[config.mk]
export PLATFORM = sky130hd
export DESIGN_NAME = mbt_timers
export DESIGN_NICKNAME = d
export VERILOG_FILES = /design/src/include/mbt_pkg.sv /design/src/design/mbt_timers.sv
export SDC_FILE = /design/constraint.sdc
export NUM_CORES = 1
export LEC_CHECK = 0
export ABC_AREA = 1
export BUFFER_PORTS_ARGS = -buffer_cell sky130_fd_sc_hd__buf_4
export CORE_ASPECT_RATIO = 1.75
export CORE_MARGIN = 5
export CORE_UTILIZATION = 35
export CTS_BUF_LIST = sky130_fd_sc_hd__clkbuf_8 sky130_fd_sc_hd__clkbuf_16
export DETAILED_ROUTE_END_ITERATION = 8
export GPL_ROUTABILITY_DRIVEN = 0
export PLACE_DENSITY = 0.59
export SYNTH_ARGS = -nofsm -noshare
export SYNTH_HDL_FRONTEND = slang
export SYNTH_SLANG_ARGS = --single-unit
[constraint.sdc]
create_clock -name core_clk_in -period 2.45 [get_ports core_clk_in]
set_clock_uncertainty 0.05 [all_clocks]
set_input_delay 0.1225 -clock core_clk_in [delete_from_list [all_inputs] [get_ports core_clk_in]]
set_output_delay 0.1225 -clock core_clk_in [all_outputs]
set_load 0.01 [all_outputs]
[src/include/mbt_pkg.sv]
// Package for the multiplexer baud and tick timer bank
`default_nettype none
package mbt_pkg;
    // ----------------------------------------------------------------
    // Bank shape
    // ----------------------------------------------------------------
    localparam int MBT_UNITS = 3;
    localparam int MBT_CHANS = 4;
    localparam int MBT_CNT_W = 8;
    localparam int MBT_UNIT_W = 2;
    localparam int MBT_CHAN_W = 2;
    // Channel that only interrupts, and the unit allowed to interrupt
    localparam logic [MBT_CHAN_W-1:0] MBT_TICK_CHAN = 2'h3;
    localparam logic [MBT_UNIT_W-1:0] MBT_IRQ_UNIT = 2'h0;
    // ----------------------------------------------------------------
    // Reset value, and the count of one (decrement step and reload point)
    // ----------------------------------------------------------------
    localparam logic [MBT_CNT_W-1:0] MBT_CNT_RESET = 8'h00;
    localparam logic [MBT_CNT_W-1:0] MBT_CNT_ONE = 8'h01;
    // Source and core clock rates in units of 100 Hz (kHz times ten)
    localparam int MBT_SRC_KHZ_X10 = 18432;
    localparam int MBT_CORE_KHZ_X10 = 2500000;
    localparam int MBT_ACC_W = 24;
    // Host I/O port: address is unit in [3:2], channel in [1:0]
    typedef struct packed {
        logic [MBT_UNIT_W-1:0] unit;
        logic [MBT_CHAN_W-1:0] chan;
    } mbt_addr_t;
    typedef struct packed {
        logic wr;
        logic rd;
        mbt_addr_t addr;
        logic [MBT_CNT_W-1:0] wdata;
        logic irq_en;
    } mbt_io_req_t;
endpackage : mbt_pkg
`default_nettype wire

[src/design/mbt_timers.sv]
// Three four-channel counter/timer units giving baud clocks, hold-off and tick
`timescale 1ns/10ps
`default_nettype none
// Function
// - Four independent channels per timer unit
// - Channels zero-two drive outputs; three interrupts only in unit zero, drives nothing elsewhere
// - Only unit zero may interrupt host
// - Units one and two never interrupt
// - Unit zero channel three is tick interrupt
// - All channels count common 1.8432 MHz source
// - Unit zero channel zero drives DMA hold-off
// - Unit zero channels 1,2 clock serial 1,0
// - Unit one channels clock serial channels 2-4
// - Unit two channels clock serial channels 5-7
// - Host reaches timers as I/O ports
module mbt_timers
    import mbt_pkg::*;
#(
    parameter int SRC_KHZ_X10 = MBT_SRC_KHZ_X10,
    parameter int CORE_KHZ_X10 = MBT_CORE_KHZ_X10
)(
    input wire logic core_clk_in,
    input wire logic reset_in,
    input wire mbt_io_req_t io_req_in,
    output logic [MBT_CNT_W-1:0] io_rdata_out,
    output logic io_rvalid_out,
    output logic dma_request_holdoff_out,
    output logic [7:0] baud_clock_out,
    output logic tick_irq_out
);
    // ----------------------------------------------------------------
    // Common source clock enable
    // ----------------------------------------------------------------
    // Fractional accumulator makes the 1.8432 MHz rate on average; jitter
    // of one core cycle is traded for having a single clock domain.
    // Every channel of every unit counts this one strobe, so all baud
    // clocks share one reference. The strobe must not exceed half the
    // core rate, or the one-cycle output pulses would run together.
    localparam logic [MBT_ACC_W-1:0] ACC_STEP = MBT_ACC_W'(SRC_KHZ_X10);
    localparam logic [MBT_ACC_W-1:0] ACC_WRAP = MBT_ACC_W'(CORE_KHZ_X10);
    logic [MBT_ACC_W-1:0] acc; // Phase accumulator
    logic timer_source_clock; // One-cycle strobe per source clock
    wire [MBT_ACC_W:0] acc_sum = {1'b0, acc} + {1'b0, ACC_STEP};
    wire acc_hit = acc_sum >= {1'b0, ACC_WRAP};
    wire [MBT_ACC_W-1:0] next_acc = acc_hit ? MBT_ACC_W'(acc_sum - {1'b0, ACC_WRAP})
                                            : acc_sum[MBT_ACC_W-1:0];

    // Accumulator and strobe
    always_ff @(posedge core_clk_in)
    begin
        if (reset_in)
        begin
            acc <= '0;
            timer_source_clock <= 1'b0;
        end
        else
        begin
            acc <= next_acc;
            timer_source_clock <= acc_hit;
        end
    end

    // ----------------------------------------------------------------
    // Channel array
    // ----------------------------------------------------------------
    localparam int NCH = MBT_UNITS * MBT_CHANS;
    localparam int IDX_W = MBT_UNIT_W + MBT_CHAN_W;
    // Unpacked, so that each channel's process owns its own elements
    logic [MBT_CNT_W-1:0] count [NCH]; // Current down count
    logic [MBT_CNT_W-1:0] tconst [NCH]; // Time constant
    logic loaded [NCH]; // Constant written, channel runs
    logic zero_pulse [NCH]; // One-cycle pulse at zero count
    logic irq_enable; // Tick interrupt enable, unit zero only

    // Flat index of each routed channel (unit*4+chan)
    localparam int HOLDOFF_IDX = 0; // Unit 0 channel 0
    localparam int SER1_IDX = 1; // Unit 0 channel 1
    localparam int SER0_IDX = 2; // Unit 0 channel 2
    localparam int TICK_IDX = int'(MBT_IRQ_UNIT) * MBT_CHANS + int'(MBT_TICK_CHAN); // Unit 0 channel 3
    localparam int SER2_IDX = 4; // Unit 1 channel 0
    localparam int SER3_IDX = 5; // Unit 1 channel 1
    localparam int SER4_IDX = 6; // Unit 1 channel 2
    localparam int SER5_IDX = 8; // Unit 2 channel 0
    localparam int SER6_IDX = 9; // Unit 2 channel 1
    localparam int SER7_IDX = 10; // Unit 2 channel 2

    // Host write decode: flat index is unit*4+chan; unit 3 lies past the array
    wire [IDX_W-1:0] wr_index = {io_req_in.addr.unit, io_req_in.addr.chan};

    genvar g;
    generate
        for (g = 0; g < NCH; g++)
        begin : g_chan
            localparam logic [IDX_W-1:0] IDX = IDX_W'(g);
            // A write hits at most one channel (none in unit 3) and restarts it at once
            wire wr_hit = io_req_in.wr && (wr_index == IDX);
            wire at_one = count[g] == MBT_CNT_ONE;
            // Zero of an 8-bit constant means 256, as with a full wrap
            wire [MBT_CNT_W-1:0] next_count = wr_hit ? io_req_in.wdata :
                (loaded[g] && timer_source_clock) ? (at_one ? tconst[g] : count[g] - MBT_CNT_ONE)
                : count[g];
            wire next_pulse = loaded[g] && timer_source_clock && at_one && !wr_hit;

            // Each channel keeps its own count and constant
            always_ff @(posedge core_clk_in)
            begin
                if (reset_in)
                begin
                    count[g] <= MBT_CNT_RESET;
                    tconst[g] <= MBT_CNT_RESET;
                    loaded[g] <= 1'b0;
                    zero_pulse[g] <= 1'b0;
                end
                else
                begin
                    if (wr_hit)
                    begin
                        tconst[g] <= io_req_in.wdata;
                        loaded[g] <= 1'b1;
                    end
                    count[g] <= next_count;
                    zero_pulse[g] <= next_pulse;
                end
            end
        end
    endgenerate

    // ----------------------------------------------------------------
    // Output routing
    // ----------------------------------------------------------------
    // Unit zero: ch0 hold-off, ch1 serial 1, ch2 serial 0, ch3 tick.
    // Units one and two: ch0..ch2 feed serial 2..7, ch3 feeds nothing.
    wire tick_event = zero_pulse[TICK_IDX] && irq_enable;
    wire holdoff_event = zero_pulse[HOLDOFF_IDX];
    // Serial channel n takes bit n; unit zero serves its two in swapped order
    wire [7:0] next_baud = {zero_pulse[SER7_IDX], zero_pulse[SER6_IDX], zero_pulse[SER5_IDX],
                            zero_pulse[SER4_IDX], zero_pulse[SER3_IDX], zero_pulse[SER2_IDX],
                            zero_pulse[SER1_IDX], zero_pulse[SER0_IDX]};

    // ----------------------------------------------------------------
    // Host port decode
    // ----------------------------------------------------------------
    // Addresses in unit 3 name no channel: they are neither read nor answered
    wire rd_unit_ok = io_req_in.addr.unit < MBT_UNIT_W'(MBT_UNITS);
    // Channel three of units one and two drives nothing; host polls it
    wire io_rd_hit = io_req_in.rd && rd_unit_ok;
    // Idle read data is zero, so a stale count never shows between reads
    wire [MBT_CNT_W-1:0] rd_count = io_rd_hit ? count[wr_index] : MBT_CNT_RESET;
    // Only a write to unit zero's tick channel carries the enable bit
    wire irq_unit_hit = io_req_in.addr.unit == MBT_IRQ_UNIT;
    wire irq_chan_hit = io_req_in.addr.chan == MBT_TICK_CHAN;
    wire irq_en_hit = io_req_in.wr && irq_unit_hit && irq_chan_hit;

    // Tick interrupt enable. Units one and two have no enable at all, so
    // no write from software can arm an interrupt outside unit zero.
    always_ff @(posedge core_clk_in)
    begin
        if (reset_in)
        begin
            irq_enable <= 1'b0;
        end
        else if (irq_en_hit)
        begin
            irq_enable <= io_req_in.irq_en;
        end
    end

    // Tick interrupt: one core cycle per zero count of unit zero channel three
    always_ff @(posedge core_clk_in)
    begin
        if (reset_in)
        begin
            tick_irq_out <= 1'b0;
        end
        else
        begin
            tick_irq_out <= tick_event;
        end
    end

    // DMA request hold-off pulse from unit zero channel zero
    always_ff @(posedge core_clk_in)
    begin
        if (reset_in)
        begin
            dma_request_holdoff_out <= 1'b0;
        end
        else
        begin
            dma_request_holdoff_out <= holdoff_event;
        end
    end

    // Baud clock pulses, one bit per serial channel
    always_ff @(posedge core_clk_in)
    begin
        if (reset_in)
        begin
            baud_clock_out <= 8'h00;
        end
        else
        begin
            baud_clock_out <= next_baud;
        end
    end

    // Read answer: valid and data stand for one cycle after the read strobe
    always_ff @(posedge core_clk_in)
    begin
        if (reset_in)
        begin
            io_rvalid_out <= 1'b0;
            io_rdata_out <= MBT_CNT_RESET;
        end
        else
        begin
            io_rvalid_out <= io_rd_hit;
            io_rdata_out <= rd_count;
        end
    end
endmodule : mbt_timers
`default_nettype wire

# == Word level (Yosys, flattened, before mapping) ==
# Memory sizes are Yosys's and may differ from the RTL's. A register that Yosys moved wholly into a read port is not among the register bits.
# Index checks and enable logic that the tools add are counted.
# totals
ff_bits,28
latch_bits,0
mem_bits_rw,216
romBits,0
in_bits,17
out_inout_bits,19
n_memories,4
# op_classes
add_sub_neg,14
n_mul,0
div_mod_pow,0
n_lt_le_gt_ge,2
eq_ne,24
shift,0
n_mux,124
bitwise,49
reduce_logical,67
# mem_list
name,words,word_bits,rd,rd_ports_with_merged_regs,write_ports,line_no,text
count,12,8,13,1,12,mbt_timers.sv:69,logic [MBT_CNT_W-1:0] count [NCH];
tconst,12,8,12,0,12,mbt_timers.sv:70,logic [MBT_CNT_W-1:0] tconst [NCH];
loaded,12,1,12,0,12,mbt_timers.sv:71,logic loaded [NCH];
zero_pulse,12,1,10,9,12,mbt_timers.sv:72,logic zero_pulse [NCH];
# ops
cell,n
$mux 8,60
$eq 8x1->1 const B,12
$sub 8x1->8 const B,12
$mux 1,63
$logic_and 1x1->1,52
$or 1x1->1,48
$add 24x15->25 const B,1
$ge 25x22->1 const B,1
$mux 24,1
$sub 24x22->24 const B,1
$eq 4x3->1 const B,4
$eq 4x4->1 const B,4
$logic_not 1->1,12
$eq 4x2->1 const B,2
$eq 4x1->1 const B,1
$logic_not 4->1,1
$eq 2x2->1 const B,1
$logic_not 2->1,1
$lt 2x2->1 const B,1
$reduce_or 2->1,1
$not 1->1,1

# == Depth between registers and ports, before layout ==
# Gate-level depths: netlist (run 1).
# logic_depth
depth_word,6
ltp_mapped,16

# == Least setup slack after synthesis (run 1) ==
# OpenSTA, ideal clock, no wires.
# synth_timing
path_kind,reg-to-reg
startpoint,reg acc[11]
endpoint,reg acc[6]
setup_ns,0.113
t_arrival_ns,1.801
required_time_ns,2.287
path_slack_ns,0.485
stages_incl_launch_ff,12
period_less_slack_ns,1.965
cell_sequence,dfxtp_1 -> ha_1 -> nand2_2 -> nand2_2 -> nand4_1 -> xor2_1 -> nand2_1 -> nor2_8 -> nand2_4 -> buf_6 -> o21ai_1 -> nor2_1
# synth_via
elab_chain_len,3
# synth_lines
element,line_no,text
start: declaration,mbt_timers.sv:41,logic [MBT_ACC_W-1:0] acc;
start signal: assignment,mbt_timers.sv:58,acc <= next_acc;
$add 24x15->25,mbt_timers.sv:43,"wire [MBT_ACC_W:0] acc_sum = {1'b0, acc} + {1'b0, ACC_STEP};"
$ge 25x22->1,mbt_timers.sv:44,"wire acc_hit = acc_sum >= {1'b0, ACC_WRAP};"
$mux 24,mbt_timers.sv:45,"wire [MBT_ACC_W-1:0] next_acc = acc_hit ? MBT_ACC_W'(acc_sum - {1'b0, ACC_WRAP})"
# Every way passes these cells.
# A chain may end at the register's enable or synchronous reset.

# == Worst setup path after layout (run 1) ==
# layout_timing
startpoint,reg acc[12]
endpoint,reg acc[17]
# layout_via
elab_chain_len,3
elab_cells_between_ends,4
# layout_lines
element,line_no
$add 24x15->25 *,mbt_timers.sv:43
$sub 24x22->24 / $ge 25x22->1 (equally long branches),"mbt_timers.sv:45, mbt_timers.sv:44"
$mux 24 *,mbt_timers.sv:45
# Every way passes the cells marked *; elsewhere a longest branch is shown, timed or not.

==> results by group, run 1 <==
Placed design
  – Port bufs: 35
  – Placed inst area: 14250 µm²
  – Dpl cells: 2195
  – Hpwl dp: 28630 µm

Drt
  – Routed wire length: 39380 µm
  – First-pass iteration count of the detailed router: 5
  – Number of remaining DRC errors: 0
  – Routed length per instance: 17.49 µm
  – Initial DRC count: 787
  – DR vias/cell: 5.292
  – Vias: 11910
  – Routed Antenna Nets: 0

Synth
  – Distinct cells, synth: 42
  – Area contributors post-synth: edfxtp_1, dfxtp_1, nand2_1, nor2_1, inv_1
  – Seq cells post-synth: 254
  – Ys flop type: dfxtp_1
  – Synth Warn #: 0
  – Register area share after synthesis: 0.4593
  – Synth async-reset ratio: 0
  – Cells after Synth: 1709
  – Synth top area share: 0.2397
  – Post-Syn Nets: 1753
  – Syn_area_per_cell: 7.843 µm²
  – Post-synth EDFFs: 107
  – Syn Std Cell Area: 13400 µm²
  – Synth area leader: edfxtp_1

Floorplanning
  – # IOs: 36
  – # rows: 95
  – Die height: 268.9 µm
  – Die area: 42470 µm²
  – Core ar.: 38160 µm²
  – Initial Utilization: 0.3513
  – Chip Width: 157.9 µm

Clocking
  – Max Buffers Root-to-Sink: 3
  – Root Driver: clkbuf_16
  – CTS clk-pin slew, worst paths: 0.07 ns
  – Hold-fix buffers at CTS: 12
  – Setup bufs post-CTS: 0
  – Worst-Skew Late Latency: 0.54 ns
  – CTS Buf Count: 25
  – H-tree levels: 1
  – Number of clock sinks: 254
  – Post_cts resized: 0
  – CTS tree: yes

Critical path
  – Crit path required time: 2.88 ns
  – Critical Path Source Type: register
  – Critical path arrival: 2.56 ns
  – R2r worst-path depth: 10
  – Worst Path Max Fanout: 14
  – CP Class: register to register
  – CP Capture Type: register

Global routing
  – Grt total ovfl: 0
  – Overall routing resource usage: 0.1836
  – Initial antenna violation count: 0
  – Largest net degree at the start of global routing: 110
  – First-pass GRT wire length: 61990 µm
  – Vias in the first global route: 11490

STA
  – F_max: 468.9 MHz
  – Accumulated negative setup slack: 0 ns
  – Hold WS: 0.08119 ns
  – Fin. Hold Viols: 0
  – Slew margin rel.: 0.4554
  – Unrepaired setup endpoints after global routing: false
  – Slew @ Worst Pin: 0.8149 ns
  – Endpoints failing setup: 0
  – Min cycle time layout: 2.133 ns
  – Final Max Tran Viols: 0
  – Tcrit/Tclk final: 0.8705

Finish
  – Fin nets: 1793
  – Commonest non-fill, non-tap cell in the layout: nand2_1
  – Layout cells sized above 1: 0.08381
  – Most frequent cells in the layout: nand2_1, nor2_1, inv_1, dfxtp_1, nand3_1
  – Fin cells: 2251
  – Area delta synth->final: 13.54%
  – Antenna diodes: 0
  – Design Area, Final: 15220 µm²

Power
  – Leakage: 5.929 nW
  – Comb power frac: 0.302
  – Pwr dens: 875.4 nW/µm²
  – Net Sw Frac: 0.3479
  – Pint: 8.688 mW
  – Total power: 13.32 mW
  – Share of power burned in registers: 0.394
  – Clock network fraction of total power: 0.304
  – Sw Pwr: 4.636 mW
  – IR drop worst, VDD: 0.4363 mV

Run status
  – Status: complete, no violations

Min path
  – Hold Path Class: primary input to register
  – Worst Hold Path Cells: 4

Run
  – Total of max-cap violations: 0
synth_stat cells, types with 3 or more instances:
library cell	count
nand2_1	429
nor2_1	194
inv_1	186
dfxtp_1	147
nand3_1	112
edfxtp_1	107
a31oi_1	76
o211ai_1	64
o21ai_0	48
a21oi_1	43
clkbuf_1	42
xor2_1	29
ha_1	27
a22oi_1	24
o22ai_1	22
o221ai_1	19
nor3_1	17
nor2_2	16
xnor2_1	15
buf_1	11
o31ai_1	10
nand2_2	8
nand4_1	7
nor3b_1	7
buf_2	6
mux2_2	6
o2111ai_1	5
nor2_4	4
o21ai_1	4
inv_2	3
o21a_1	3
critical path, cell delays in order, from the launching register on:
cell     delay [ns]
dfxtp_1        0.37
ha_1           0.24
nand2_2        0.08
nand2_2        0.15
nand4_1        0.14
xor2_1         0.24
nand2_1        0.18
nor2_8         0.15
buf_4          0.22
nand3_1        0.09
a21oi_1        0.15
flip-flops by register name, indices dropped and copies added (netlist names), 8 cells and up:
register        flops
io_rdata_out        8
zero_pulse         10
tconst             96
acc                19
baud_clock_out      8
loaded             12
count              96
layout make-up:
cell class | instances | area, µm²
fillers | 3827 | 22940
multi-input cells | 1201 | 6265
clock inverters | 17 | 181.4
clock buffers | 27 | 664.4
inverters | 191 | 716.9
well taps | 485 | 606.8
flip-flops and latches | 254 | 6156
repair buffers | 76 | 629.4
stage by stage:
stage / worst slack, ns / utilization
after global placement: 0.4303 / 0.3736
after CTS: 0.3162 / 0.3989
after global routing: 0.03837 / 0.3989
final: 0.3173 / 0.3989
after detailed placement: 0.3430 / 0.3736
after floorplan: 0.4853 / -
routing by layer:
metal | wire length [µm] | track usage | up-vias
met2 | 21230 | 0.3504 | 266
met5 | 0 | 0 | -
met3 | 1543 | 0.01734 | 86
met4 | 1753 | 0.08214 | 0
met1 | 14850 | 0.2023 | 5679
li1 | - | - | 5882
power by group through the flow:
stage / combinational (mW) / clock (mW) / sequential (mW)
6_report: 4.02 / 4.06 / 5.24
5_1_grt: 4.57 / 4.30 / 5.29
4_1_cts: 4.03 / 4.14 / 5.24
3_5_place_dp: 3.99 / 0 / 5.33
3_3_place_gp: 3.95 / 0 / 5.32
2_1_floorplan: 3.14 / 0 / 5.19
cells by family after synthesis:
kind of cell             Yosys count  synth area share
multiplexers                       6          0.005040
AND/OR/NAND/NOR                  804            0.2532
AO/OA/AOI/OAI                    319            0.1540
flip-flops                       254            0.4593
buffers and inverters            254           0.07337
adder cells (fa/ha/maj)           27           0.02520
XOR/XNOR                          45           0.02996
final timing paths:
path	slack (ns)	startpoint	endpoint
worst max-delay path	0.32	acc[12]$_SDFF_PP0_	acc[17]$_SDFF_PP0_
worst min-delay path	0.08	io_req_in[13]	io_rvalid_out$_SDFF_PP0_
worst max register to register	0.32	acc[12]$_SDFF_PP0_	acc[17]$_SDFF_PP0_
worst min register to register	0.35	zero_pulse[5]$_SDFF_PP0_	baud_clock_out[3]$_SDFF_PP0_
Note: power is estimated with default switching activity, not from simulation.
==> run 2: changes to the inputs <==
--- a/config.mk
+++ b/config.mk
@@ -10,7 +10,6 @@
 export CORE_ASPECT_RATIO = 1.75
 export CORE_MARGIN = 5
 export CORE_UTILIZATION = 35
-export CTS_BUF_LIST = sky130_fd_sc_hd__clkbuf_8 sky130_fd_sc_hd__clkbuf_16
 export DETAILED_ROUTE_END_ITERATION = 8
 export GPL_ROUTABILITY_DRIVEN = 0
 export PLACE_DENSITY = 0.59
==> run 2 against run 1 <==
Compared with the run above: maximum frequency stayed put; first-iteration DRC count is 1.8% lower; cell count stayed put; total power is 0.20% higher; core utilization stayed put; clock power hardly changed; combinational power hardly changed; count of clock-buffer cells in the layout is 6 higher; routed wire length hardly changed; register-to-register slack hardly changed; non-clock buffer count stayed put; highest routed layer unchanged.
==> results by group, run 2 (synthesized netlist as in run 1, its figures left out) <==
Clocking
  – Max Buffers Root-to-Sink: 3 (unchanged)
  – H-tree levels: 1 (unchanged)
  – Worst-Skew Late Latency: 0.54 ns (about the same)
  – Hold-fix buffers at CTS: 12 (unchanged)
  – Root Driver: clkbuf_16 (unchanged)
  – CTS clk-pin slew, worst paths: 0.07 ns (about the same)
  – Setup bufs post-CTS: 0 (unchanged)
  – Post_cts resized: 0 (unchanged)
  – CTS tree: yes (unchanged)
  – CTS Buf Count: 25 (unchanged)
  – Number of clock sinks: 254 (unchanged)

Drt
  – Number of remaining DRC errors: 0 (unchanged)
  – First-pass iteration count of the detailed router: 5 (unchanged)
  – Routed wire length: 39370 µm (was 39380 µm)
  – Routed Antenna Nets: 0 (unchanged)
  – Routed length per instance: 17.49 µm (about the same)
  – Vias: 11930 (was 11910)
  – DR vias/cell: 5.298 (was 5.292)
  – Initial DRC count: 773 (was 787)

STA
  – Hold WS: 0.08146 ns (was 0.08119 ns)
  – Endpoints failing setup: 0 (unchanged)
  – Final Max Tran Viols: 0 (unchanged)
  – Fin. Hold Viols: 0 (unchanged)
  – F_max: 468.9 MHz (unchanged)
  – Slew margin rel.: 0.4528 (was 0.4554)
  – Tcrit/Tclk final: 0.8705 (about the same)
  – Accumulated negative setup slack: 0 ns (unchanged)
  – Unrepaired setup endpoints after global routing: false (unchanged)
  – Slew @ Worst Pin: 0.8189 ns (was 0.8149 ns)
  – Min cycle time layout: 2.133 ns (about the same)

Critical path
  – Worst Path Max Fanout: 14 (unchanged)
  – Critical path arrival: 2.56 ns (about the same)
  – Slowest CP cell: dfxtp_1 (unchanged)
  – Critical Path Source Type: register (unchanged)
  – Crit path required time: 2.88 ns (about the same)
  – R2r worst-path depth: 10 (unchanged)
  – Crit-path cells: ha_1 -> nand2_2 -> nand2_2 -> nand4_1 -> xor2_1 -> nand2_1 -> nor2_8 -> buf_4 -> nand3_1 -> a21oi_1 (unchanged)
  – Most frequent CP cell: nand2_2 (unchanged)
  – CP Class: register to register (unchanged)
  – CP Capture Type: register (unchanged)
  – Slowest stage delay, CP: 0.37 ns (about the same)

Finish
  – Most frequent cells in the layout: nand2_1, nor2_1, inv_1, dfxtp_1, nand3_1 (unchanged)
  – Design Area, Final: 15220 µm² (unchanged)
  – Commonest non-fill, non-tap cell in the layout: nand2_1 (unchanged)
  – Fin nets: 1793 (unchanged)
  – Antenna diodes: 0 (unchanged)
  – Final core utilization: 0.3989 (unchanged)
  – Fin cells: 2251 (unchanged)
  – Area delta synth->final: 13.54% (unchanged)
  – Layout cells sized above 1: 0.08381 (unchanged)
  – Largest regs: count: 96 flops, tconst: 96 flops, acc: 19 flops (unchanged)

Floorplanning
  – # IOs: 36 (unchanged)
  – Chip Width: 157.9 µm (unchanged)
  – Initial Utilization: 0.3513 (unchanged)
  – Die height: 268.9 µm (unchanged)
  – Die area: 42470 µm² (unchanged)
  – # rows: 95 (unchanged)
  – Core ar.: 38160 µm² (unchanged)

Power
  – Leakage: 5.904 nW (was 5.929 nW)
  – Pwr dens: 877.2 nW/µm² (was 875.4 nW/µm²)
  – IR drop worst, VDD: 0.4404 mV (was 0.4363 mV)

Min path
  – Worst Hold Path Cells: 4 (unchanged)
  – Hold Path Class: primary input to register (unchanged)

Run
  – Total of max-cap violations: 0 (unchanged)

Global routing
  – Grt total ovfl: 0 (unchanged)
  – Most used routing layer: met2 (unchanged)
  – Largest net degree at the start of global routing: 110 (unchanged)
  – Met3 Use GR: 0.01734 (unchanged)
  – Initial antenna violation count: 0 (unchanged)
  – Vias in the first global route: 11490 (unchanged)
  – Met2 Use GR: 0.3504 (unchanged)
  – Met1 track demand over resource: 0.2023 (unchanged)
  – Overall routing resource usage: 0.1836 (unchanged)
  – First-pass GRT wire length: 61990 µm (unchanged)

Placed design
  – Dpl cells: 2195 (unchanged)
  – Hpwl dp: 28630 µm (unchanged)
  – Placed inst area: 14250 µm² (unchanged)
  – Port bufs: 35 (unchanged)

Run status
  – Status: complete, no violations (unchanged)
==> run 2: cell count changes in the layout (fill, tap and decap cells not counted) <==
cell | previous run | this run
inv_1 | 192 | 186
clkbuf_1 | 0 | 6
==> run 2: routing by layer <==
layer | routed length (µm) | share of wire | up-vias
met3 | 1581 | 0.040 | 86
li1 | - | - | 5884
met2 | 21190 | 0.54 | 279
met4 | 1760 | 0.045 | 0
met1 | 14840 | 0.38 | 5676
met5 | 0 | 0 | -
==> run 2: report_power, final <==
group	internal (mW)	total (mW)	switching [mW]
registers	4.84	5.24	0.405
clock network	2.39	4.08	1.69
logic	1.48	4.02	2.54
total	8.71	13.4	4.64
==> run 2: final cells by class <==
type                    instances  area, µm²
multi-input cells            1201       6265
flip-flops and latches        254       6156
repair buffers                 76      629.4
clock buffers                  33      686.9
inverters                     191      716.9
fillers                      3827      22940
well taps                     485      606.8
clock inverters                11      158.9
==> run 2: worst max-delay path: cells and delay by family (launching register included) <==
family | cells | cell delay, ns
XOR/XNOR | 1 | 0.24
adder cells (fa/ha/maj) | 1 | 0.24
flip-flops | 1 | 0.37
AND/OR/NAND/NOR | 6 | 0.79
buffers and inverters | 1 | 0.22
AO/OA/AOI/OAI | 1 | 0.15
==> run 2: final timing paths <==
kind / start / to / slack, ns
hold reg to reg: zero_pulse[5]$_SDFF_PP0_ / baud_clock_out[3]$_SDFF_PP0_ / 0.35
setup / recovery: acc[12]$_SDFF_PP0_ / acc[17]$_SDFF_PP0_ / 0.32
setup reg to reg: acc[12]$_SDFF_PP0_ / acc[17]$_SDFF_PP0_ / 0.32
hold / removal: io_req_in[13] / io_rvalid_out$_SDFF_PP0_ / 0.08
==> run 2: per-stage QoR <==
step	power [mW]	worst slack, ns
after CTS	13.44	0.3162
after floorplan	8.327	0.4853
final	13.35	0.3173
after detailed placement	9.323	0.3430
after global routing	14.19	0.03837
after global placement	9.272	0.4303
